==> config.mk <==
export PLATFORM = sky130hd
export DESIGN_NAME = bc_push_wait_flip_executor
export DESIGN_NICKNAME = d
export VERILOG_FILES = /design/src/rtl/bc_exec_pkg.sv /design/src/rtl/bc_push_wait_flip_executor.sv
export VERILOG_INCLUDE_DIRS = /design/src /design/src/rtl
export SDC_FILE = /design/constraint.sdc
export NUM_CORES = 1
export LEC_CHECK = 0
export BUFFER_PORTS_ARGS = -buffer_cell sky130_fd_sc_hd__buf_2
export CAP_MARGIN = 20
export CORE_MARGIN = 2
export CORE_UTILIZATION = 56
export DETAILED_ROUTE_END_ITERATION = 7
export PLACE_DENSITY = 0.82
export SLEW_MARGIN = 20
export SYNTH_ARGS = -nofsm -noshare
export SYNTH_HDL_FRONTEND = slang
export SYNTH_SLANG_ARGS = --single-unit
==> constraint.sdc <==
create_clock -name sys_clk -period 4.45 [get_ports sys_clk]
set_input_delay 0.445 -clock sys_clk [delete_from_list [all_inputs] [get_ports sys_clk]]
set_output_delay 0.445 -clock sys_clk [all_outputs]
set_load 0.01 [all_outputs]
==> src/rtl/bc_exec_defines.svh <==
// constants for the push, wait and flip executor
`ifndef BC_EXEC_DEFINES_SVH
`define BC_EXEC_DEFINES_SVH
// op codes (both-word push and flip-go share a code; exec_flip_go_sel picks)
`define OP_PUSH_TIME_HIGH   5'h19
`define OP_PUSH_TIME_BOTH   5'h1A
`define OP_PUSH_BLOCK_STAT  5'h11
`define OP_PUSH_IMMEDIATE   5'h12
`define OP_PUSH_INDIRECT    5'h13
`define OP_WAIT_TRIGGER     5'h14
`define OP_EXEC_FLIP        5'h15
`define OP_EXEC_MESSAGE     5'h01
// register word indices, byte address is four times
`define REG_NEXT_MSG_TIMER  8'h36
`define REG_TIME_TAG_CFG    8'h39
`define REG_TIME_LOW        8'h43
`define REG_TIME_HIGH       8'h44
`define REG_QUEUE_PTR       8'h38
`define REG_IRQ_STATUS      8'h50
`define REG_IRQ_MASK        8'h51
`define REG_CTRL            8'h52
// fields
`define WIDE_TIME_BIT       3
`define FLIP_MASK           16'h0010
`define QUEUE_BASE_RESET    16'h00C0
`define QUEUE_SLOT_MASK     16'h003F
`define MSG_TIMER_WORD      16'h0003
`define IRQ_TRAP_BIT        0
`define IRQ_ROLLOVER_BIT    1
`define CTRL_ROLL_EN_BIT    13
`define CTRL_TRAP_EN_BIT    0
`endif

==> src/rtl/bc_exec_pkg.sv <==
// types for the push, wait and flip executor
package bc_exec_pkg;
	typedef enum logic [3:0] {
		ST_IDLE,
		ST_PUSH,
		ST_PUSH_LOW,
		ST_RAM_READ,
		ST_RAM_WAIT,
		ST_WAIT_TRIG,
		ST_MSG_HOLD,
		ST_TIMER_READ,
		ST_MSG_RUN,
		ST_PACE,
		ST_HALTED
	} exec_state_t;
endpackage : bc_exec_pkg

==> src/rtl/bc_push_wait_flip_executor.sv <==
// push, wait-trigger and execute-flip op code executor with wishbone registers
// What this block does
// - true condition on high push: queue the upper time tag word
// - false condition on conditional op: skip and fetch next op code
// - narrow time base: high/both push halt and raise illegal-op trap
// - both push: capture both words together, push high then low
// - block status push: queue last message's block status word
// - immediate push: queue the parameter word itself
// - indirect push: read RAM at parameter address, queue that word
// - wait trigger: stall until rising edge on trigger input
// - execute-flip always runs the message at parameter address
// - at completion, true condition writes back address with bit 4 flipped
// - execute-flip: nonzero fourth word loads timer, next fetch waits zero
// - flip-and-go: nonzero fourth word loads timer, message may finish first
// - after flip-and-go, non-message op codes run at once
// - later message waits for timer zero before its bus transaction
// - queue is 64-word circular buffer, pointer at next free slot
// - queue pointer resets to 0x00C0, host may relocate, advances each push
// - pointer wrap with rollover enable raises interrupt
`timescale 1ns/10ps
`include "bc_exec_defines.svh"
module bc_push_wait_flip_executor
	import bc_exec_pkg::*;
#(
	parameter int DW = 16,
	parameter int AW = 16
)
(
	// clock and reset
	input  wire logic          sys_clk,
	input  wire logic          rst_n,
	input  wire logic          clk_en,
	// wishbone slave
	input  wire logic          wb_cyc_i,
	input  wire logic          wb_stb_i,
	input  wire logic          wb_we_i,
	input  wire logic [9:0]    wb_adr_i,
	input  wire logic [3:0]    wb_sel_i,
	input  wire logic [31:0]   wb_dat_i,
	output logic      [31:0]   wb_dat_o,
	output logic               wb_ack_o,
	// instruction from sequencer
	input  wire logic          instr_valid,
	input  wire logic [4:0]    instr_opcode,
	input  wire logic [DW-1:0] instr_param,
	input  wire logic          cond_true,
	input  wire logic          exec_flip_go_sel,
	output logic               instr_done,
	output logic               fetch_allow,
	// time tag and message results
	input  wire logic [DW-1:0] time_low_in,
	input  wire logic [DW-1:0] time_high_in,
	input  wire logic [DW-1:0] block_status_in,
	// trigger pin
	input  wire logic          external_trigger_input,
	// ram port
	output logic               ram_req,
	output logic               ram_we,
	output logic [AW-1:0]      ram_addr,
	output logic [DW-1:0]      ram_wdata,
	input  wire logic          ram_ack,
	input  wire logic [DW-1:0] ram_rdata,
	// message engine
	output logic               msg_start,
	output logic [AW-1:0]      msg_block_addr,
	input  wire logic          msg_done,
	// interrupt
	output logic               irq
);
	typedef struct packed {
		exec_state_t      st;
		logic [2:0]       trig_sync;
		logic             trig_lvl;
		logic [DW-1:0]    op_param;
		logic             op_cond;
		logic             op_go;
		logic [DW-1:0]    push_low;
		logic [DW-1:0]    next_msg_timer;
		logic [DW-1:0]    time_tag_config;
		logic [AW-1:0]    queue_ptr;
		logic [AW-1:0]    queue_base;
		logic [1:0]       irq_status;
		logic [1:0]       irq_mask;
		logic [DW-1:0]    ctrl;
		logic             done;
		logic             ram_req;
		logic             ram_we;
		logic [AW-1:0]    ram_addr;
		logic [DW-1:0]    ram_wdata;
		logic             msg_start;
		logic             irq;
		logic [31:0]      wb_dat;
		logic             wb_ack;
		logic             fetch;
	} state_t;
	state_t s_q;
	state_t s_d;
	logic          wb_hit;
	logic          trig_rise;
	logic [7:0]    reg_idx;
	logic [DW-1:0] wr16;
	assign wb_hit    = wb_cyc_i && wb_stb_i && !s_q.wb_ack;
	assign reg_idx   = wb_adr_i[9:2];
	assign wr16      = wb_dat_i[DW-1:0];
	// rise only once stages two and three agree
	assign trig_rise = s_q.trig_sync[1] && s_q.trig_sync[2] && !s_q.trig_lvl;
	always_comb
	begin
		logic          push_en;
		logic [DW-1:0] push_val;
		logic [1:0]    ev;
		push_en  = 1'b0;
		push_val = '0;
		ev       = 2'b00;
		s_d      = s_q;
		s_d.done = 1'b0;
		s_d.msg_start = 1'b0;
		s_d.trig_sync = {s_q.trig_sync[1:0], external_trigger_input};
		if (s_q.trig_sync[1] == s_q.trig_sync[2])
			s_d.trig_lvl = s_q.trig_sync[2];
		// message timer decrements towards zero
		if (s_q.next_msg_timer != '0)
			s_d.next_msg_timer = s_q.next_msg_timer - 1'b1;
		case (s_q.st)
			ST_IDLE:
			begin
				if (instr_valid)
				begin
					s_d.op_cond  = cond_true;
					s_d.op_param = instr_param;
					s_d.op_go    = exec_flip_go_sel;
					if (instr_opcode == `OP_EXEC_FLIP || instr_opcode == `OP_EXEC_MESSAGE
						|| (instr_opcode == `OP_PUSH_TIME_BOTH && exec_flip_go_sel))
					begin
						s_d.op_go = (instr_opcode == `OP_PUSH_TIME_BOTH);
						s_d.op_cond = cond_true && (instr_opcode != `OP_EXEC_MESSAGE);
						s_d.st    = ST_MSG_HOLD;
					end
					else if ((instr_opcode == `OP_PUSH_TIME_HIGH || instr_opcode == `OP_PUSH_TIME_BOTH)
						&& !s_q.time_tag_config[`WIDE_TIME_BIT])
					begin
						ev[`IRQ_TRAP_BIT] = s_q.ctrl[`CTRL_TRAP_EN_BIT];
						s_d.st = ST_HALTED;
					end
					else if (!cond_true)
						s_d.done = 1'b1;
					else
					begin
						case (instr_opcode)
							`OP_PUSH_TIME_HIGH:
							begin
								push_en = 1'b1;
								push_val = time_high_in;
							end
							`OP_PUSH_TIME_BOTH:
							begin
								push_en = 1'b1;
								push_val = time_high_in;
								s_d.push_low = time_low_in;
							end
							`OP_PUSH_BLOCK_STAT:
							begin
								push_en = 1'b1;
								push_val = block_status_in;
							end
							`OP_PUSH_IMMEDIATE:
							begin
								push_en = 1'b1;
								push_val = instr_param;
							end
							`OP_PUSH_INDIRECT:
							begin
								s_d.ram_req  = 1'b1;
								s_d.ram_we   = 1'b0;
								s_d.ram_addr = instr_param;
								s_d.st       = ST_RAM_READ;
							end
							`OP_WAIT_TRIGGER: s_d.st = ST_WAIT_TRIG;
							default:          s_d.done = 1'b1;
						endcase
						if (push_en)
							s_d.st = (instr_opcode == `OP_PUSH_TIME_BOTH) ? ST_PUSH_LOW : ST_PUSH;
					end
				end
			end
			ST_PUSH, ST_PUSH_LOW:
			begin
				if (ram_ack)
				begin
					s_d.ram_req = 1'b0;
					s_d.queue_ptr = s_q.queue_base | ((s_q.queue_ptr + 1'b1) & `QUEUE_SLOT_MASK);
					if (s_d.queue_ptr == s_q.queue_base && s_q.ctrl[`CTRL_ROLL_EN_BIT])
						ev[`IRQ_ROLLOVER_BIT] = 1'b1;
					if (s_q.st == ST_PUSH_LOW)
					begin
						push_en  = 1'b1;
						push_val = s_q.push_low;
						s_d.st   = ST_PUSH;
					end
					else
					begin
						s_d.st   = ST_IDLE;
						s_d.done = 1'b1;
					end
				end
			end
			ST_RAM_READ:
			begin
				if (ram_ack)
				begin
					push_en  = 1'b1;
					push_val = ram_rdata;
					s_d.st   = ST_PUSH;
				end
			end
			ST_WAIT_TRIG:
			begin
				if (trig_rise)
				begin
					s_d.st   = ST_IDLE;
					s_d.done = 1'b1;
				end
			end
			ST_MSG_HOLD:
			begin
				if (s_q.next_msg_timer == '0)
				begin
					s_d.ram_req  = 1'b1;
					s_d.ram_we   = 1'b0;
					s_d.ram_addr = s_q.op_param + `MSG_TIMER_WORD;
					s_d.st       = ST_TIMER_READ;
				end
			end
			ST_TIMER_READ:
			begin
				if (ram_ack)
				begin
					s_d.ram_req = 1'b0;
					if (ram_rdata != '0)
						s_d.next_msg_timer = ram_rdata;
					s_d.msg_start = 1'b1;
					s_d.st        = ST_MSG_RUN;
				end
			end
			ST_MSG_RUN:
			begin
				if (msg_done)
				begin
					if (s_q.op_cond)
					begin
						s_d.ram_req   = 1'b1;
						s_d.ram_we    = 1'b1;
						s_d.ram_addr  = instr_param;
						s_d.ram_wdata = s_q.op_param ^ `FLIP_MASK;
						s_d.st        = ST_PACE;
					end
					else
						// false condition skips the write-back and goes straight to pace
						s_d.st = ST_PACE;
				end
			end
			ST_PACE:
			begin
				if (!s_q.ram_req || ram_ack)
				begin
					s_d.ram_req = 1'b0;
					s_d.ram_we  = 1'b0;
					if (s_q.op_go || s_q.next_msg_timer == '0)
					begin
						s_d.st   = ST_IDLE;
						s_d.done = 1'b1;
					end
				end
			end
			ST_HALTED: s_d.st = ST_HALTED;
			default:   s_d.st = ST_IDLE;
		endcase
		s_d.fetch = (s_d.st == ST_IDLE);
		if (push_en)
		begin
			s_d.ram_req   = 1'b1;
			s_d.ram_we    = 1'b1;
			s_d.ram_addr  = s_d.queue_ptr;
			s_d.ram_wdata = push_val;
		end
		// wishbone registers, one-cycle ack
		s_d.wb_ack = wb_hit;
		s_d.wb_dat = '0;
		if (wb_hit && !wb_we_i)
		begin
			case (reg_idx)
				`REG_NEXT_MSG_TIMER: s_d.wb_dat[DW-1:0] = s_q.next_msg_timer;
				`REG_TIME_TAG_CFG:   s_d.wb_dat[DW-1:0] = s_q.time_tag_config;
				`REG_TIME_LOW:       s_d.wb_dat[DW-1:0] = time_low_in;
				`REG_TIME_HIGH:      s_d.wb_dat[DW-1:0] = time_high_in;
				`REG_QUEUE_PTR:      s_d.wb_dat[AW-1:0] = s_q.queue_ptr;
				`REG_IRQ_STATUS:     s_d.wb_dat[1:0]    = s_q.irq_status;
				`REG_IRQ_MASK:       s_d.wb_dat[1:0]    = s_q.irq_mask;
				`REG_CTRL:           s_d.wb_dat[DW-1:0] = s_q.ctrl;
				default:             s_d.wb_dat = '0;
			endcase
		end
		if (wb_hit && wb_we_i && wb_sel_i[0] && wb_sel_i[1])
		begin
			case (reg_idx)
				`REG_NEXT_MSG_TIMER: s_d.next_msg_timer  = wr16;
				`REG_TIME_TAG_CFG:   s_d.time_tag_config = wr16;
				`REG_QUEUE_PTR:
				begin
					s_d.queue_ptr  = wr16;
					s_d.queue_base = wr16 & ~`QUEUE_SLOT_MASK;
				end
				`REG_IRQ_STATUS:     s_d.irq_status = s_q.irq_status & ~wr16[1:0];
				`REG_IRQ_MASK:       s_d.irq_mask   = wr16[1:0];
				`REG_CTRL:           s_d.ctrl       = wr16;
				default:             s_d.ctrl       = s_d.ctrl;
			endcase
		end
		// set wins over a clear in the same cycle
		s_d.irq_status = s_d.irq_status | ev;
		// a set mask bit hides its status bit
		s_d.irq = |(s_d.irq_status & ~s_d.irq_mask);
	end
	always_ff @(posedge sys_clk or negedge rst_n)
	begin
		if (!rst_n)
		begin
			s_q            <= '0;
			s_q.st         <= ST_IDLE;
			s_q.queue_ptr  <= `QUEUE_BASE_RESET;
			s_q.queue_base <= `QUEUE_BASE_RESET;
			s_q.fetch      <= 1'b1;
		end
		else if (clk_en)
		begin
			s_q <= s_d;
		end
	end
	assign wb_dat_o       = s_q.wb_dat;
	assign wb_ack_o       = s_q.wb_ack;
	assign instr_done     = s_q.done;
	assign fetch_allow    = s_q.fetch;
	assign ram_req        = s_q.ram_req;
	assign ram_we         = s_q.ram_we;
	assign ram_addr       = s_q.ram_addr;
	assign ram_wdata      = s_q.ram_wdata;
	assign msg_start      = s_q.msg_start;
	assign msg_block_addr = s_q.op_param;
	assign irq            = s_q.irq;
endmodule : bc_push_wait_flip_executor

==> flow_summary.json <==
{
  "cts.sinks": 175,
  "seq_area_frac_synth_pct": 40.6,
  "grt_pass1_vias": 8977,
  "initial_utilization_pct": 57.4,
  "rsz0062_at_grt": "false",
  "tightest_slew_ns": 1.03,
  "num_rows": 50,
  "violations": "DRC",
  "cap_violations": 0,
  "gp_congestion": 0.915,
  "ctsRootBufferMaster": "clkbuf_16",
  "fin_tns_setup_ns": 0,
  "grt.total_usage_pct": 32.2,
  "synth_ff_type": "dfrtp_1",
  "dp_hpwl_mm": 23.8,
  "period_needed_ns": 3.54,
  "grt_max_degree": 89,
  "power_density_mw_per_mm2": 482,
  "nets": 1329,
  "postCtsHoldBufs": 0,
  "cts_tree": "done",
  "finalHoldViolCount": 0,
  "wl_per_cell_um": 22.6,
  "r2r_start": "s_q[193]",
  "cts_buffers": 17,
  "p_leak_nw": 5.53,
  "r2r_end": "ram_addr[8]",
  "die_h_um": 143,
  "htreeDepth": 4,
  "layout_worst_path_cycle_share_pct": 79.5,
  "coreArea_mm2": 0.0188,
  "synth_xor_area_share_pct": 2.43,
  "syn_avg_cell_area_um2": 9.91,
  "whs_ns": 0.0760,
  "drc": 22,
  "synth_compound_area_share_pct": 20.6,
  "syn-cell-area_mm2": 0.0108,
  "cp-start-kind": "register",
  "synthTopCellsByArea": "dfrtp_1, mux2_2, buf_4",
  "async_reset_ff_share_pct": 100,
  "vias": 9550,
  "ir_drop_uv": 307,
  "slew_headroom_pct": 30.8,
  "drv_slew": 0,
  "ant_nets": 0,
  "viasPerCell": 6.56,
  "pin_count": 230,
  "drtIter0Drc": 1232,
  "synth_edf_count": 0,
  "synthCells": 1091,
  "grt_pass1_wl_mm": 50.1,
  "path_class": "register to register",
  "synthSimpleGateAreaFrac_pct": 11.7,
  "min_path_type": "input pin to async pin",
  "cts_resized": 0,
  "synth_top_area_share_pct": 39.3,
  "end_kind": "register",
  "clkTransAtPathRegs_ns": 0.07,
  "overflow": 0,
  "firstDrtPassIters": 8,
  "dpl-instance-area_mm2": 0.0114,
  "yosys-top-cells-count": "dfrtp_1, mux2_2, nor2_1",
  "synthAdderAreaFrac_pct": 0.579,
  "die_w_um": 143,
  "io_buffers": 193,
  "synth.distinct_cells": 76,
  "synth_top_cell_by_area": "dfrtp_1",
  "reg2reg_depth": 7,
  "synth_top_family_by_area": "compound AO/OA/AOI/OAI gates",
  "finalSetupViolCount": 0,
  "clk_latency_ns": 0.44,
  "fmax_mhz": 283,
  "synthMuxAreaShare_pct": 14.8,
  "die-area_mm2": 0.0204,
  "rrSetupSlack_ns": 0.91,
  "routed_wl_mm": 32.9,
  "worstPathRequired_ns": 4.77,
  "synth_most_common_cell": "dfrtp_1",
  "fin_skew_ns": 0.0131,
  "synth_seq_cells": 175,
  "final_area_mm2": 0.0120,
  "drive_gt1_share_pct": 32.8,
  "clk_path_buf_depth": 2,
  "crit_fanout": 18,
  "arrival_ns": 3.86,
  "cts_setup_buffers": 0,
  "antenna_found_initial": 0,
  "area_delta_synth_final_pct": 11.2,
  "ys.warnings.count": 0,
  "status": "finished, violations left"
}
-- layout by cell type, fill, tap and decap left out, types with 16 or more instances in the layout --
master	instances
nand2_1	51
a222oi_1	16
clkbuf_16	17
inv_1	19
a21oi_1	74
mux2i_1	17
mux2_2	115
a221oi_1	31
xnor2_1	19
o21ai_0	50
conb_1	16
a221o_1	16
nor3_1	19
nor2_1	86
buf_2	192
a22o_1	44
a22oi_1	21
buf_4	18
dfrtp_1	170
-- cell families after synthesis --
group / count (synthesis)
AO/OA/AOI/OAI: 311
AND/OR/NAND/NOR: 253
XOR/XNOR: 30
adder cells (fa/ha/maj): 5
flip-flops: 175
other: 1
buffers and inverters: 175
multiplexers: 141
-- metrics by stage --
stage                     util [%]  power (mW)  worst slack (ns)  instances
after floorplan                  -        3.85              1.30       1106
after global placement        60.6        4.17             0.993       1422
after detailed placement      60.6        4.23             0.944       1422
after CTS                     63.8        5.76             0.958       1454
after global routing          63.8        6.08             0.788       1454
final                         63.9        5.80             0.913       1456
-- power breakdown --
part / internal, mW / switching [mW]
Clock: 0.840 / 0.687
Combinational: 0.933 / 1.02
Sequential: 1.92 / 0.397
Total: 3.69 / 2.10
-- how the worst max path moves through the flow --
stage	to	depth (start not counted)	start	slack (ns)
5_1_grt	ram_addr[1]	7	s_q[193]	0.79
3_3_place_gp	s_q[83]	7	wb_adr_i[5]	0.99
3_5_place_dp	s_q[81]	7	wb_adr_i[5]	0.94
2_1_floorplan	ram_wdata[10]	11	s_q[139]	1.30
6_report	ram_addr[8]	7	s_q[193]	0.91
4_1_cts	ram_addr[9]	7	s_q[193]	0.96
-- sequential cells by signal (all words and copies together) (netlist names) --
register        flops
ram_wdata          16
ram_we              1
irq                 1
fetch_allow         1
msg_block_addr     16
msg_start           1
s_d                 2
instr_done          1
wb_ack_o            1
ram_req             1
ram_addr           16
wb_dat_o           16
s_q               102
-- final cells by class --
cell class                 instances  area [um^2]
antenna                            2         5.00
clock buffer                      20          467
clock inverter                    12          139
fill                            1498         6800
inverter                          19         71.3
multi-input combinational        756         5510
sequential                       175         4390
tap                              260          325
timing repair buffer             212         1130
-- worst max-delay path, cell delays in order (launching register included) --
cell and delay [ns]:
dfrtp_1 0.58, or4_4 0.63, nor2_4 0.16, or4b_4 0.52, or2_1 0.30, and2_4 0.24
a41o_1 0.56, mux2_4 0.43
-- layer usage --
layer / share of wire [%] / up-vias / track usage, %
li1: - / 4179 / -
met1: 40 / 4586 / 44.0
met2: 44 / 687 / 48.2
met3: 12 / 98 / 9.39
met4: 3.4 / 0 / 13.1
met5: 0 / - / 0
Note: power is estimated with default switching activity, not from simulation.
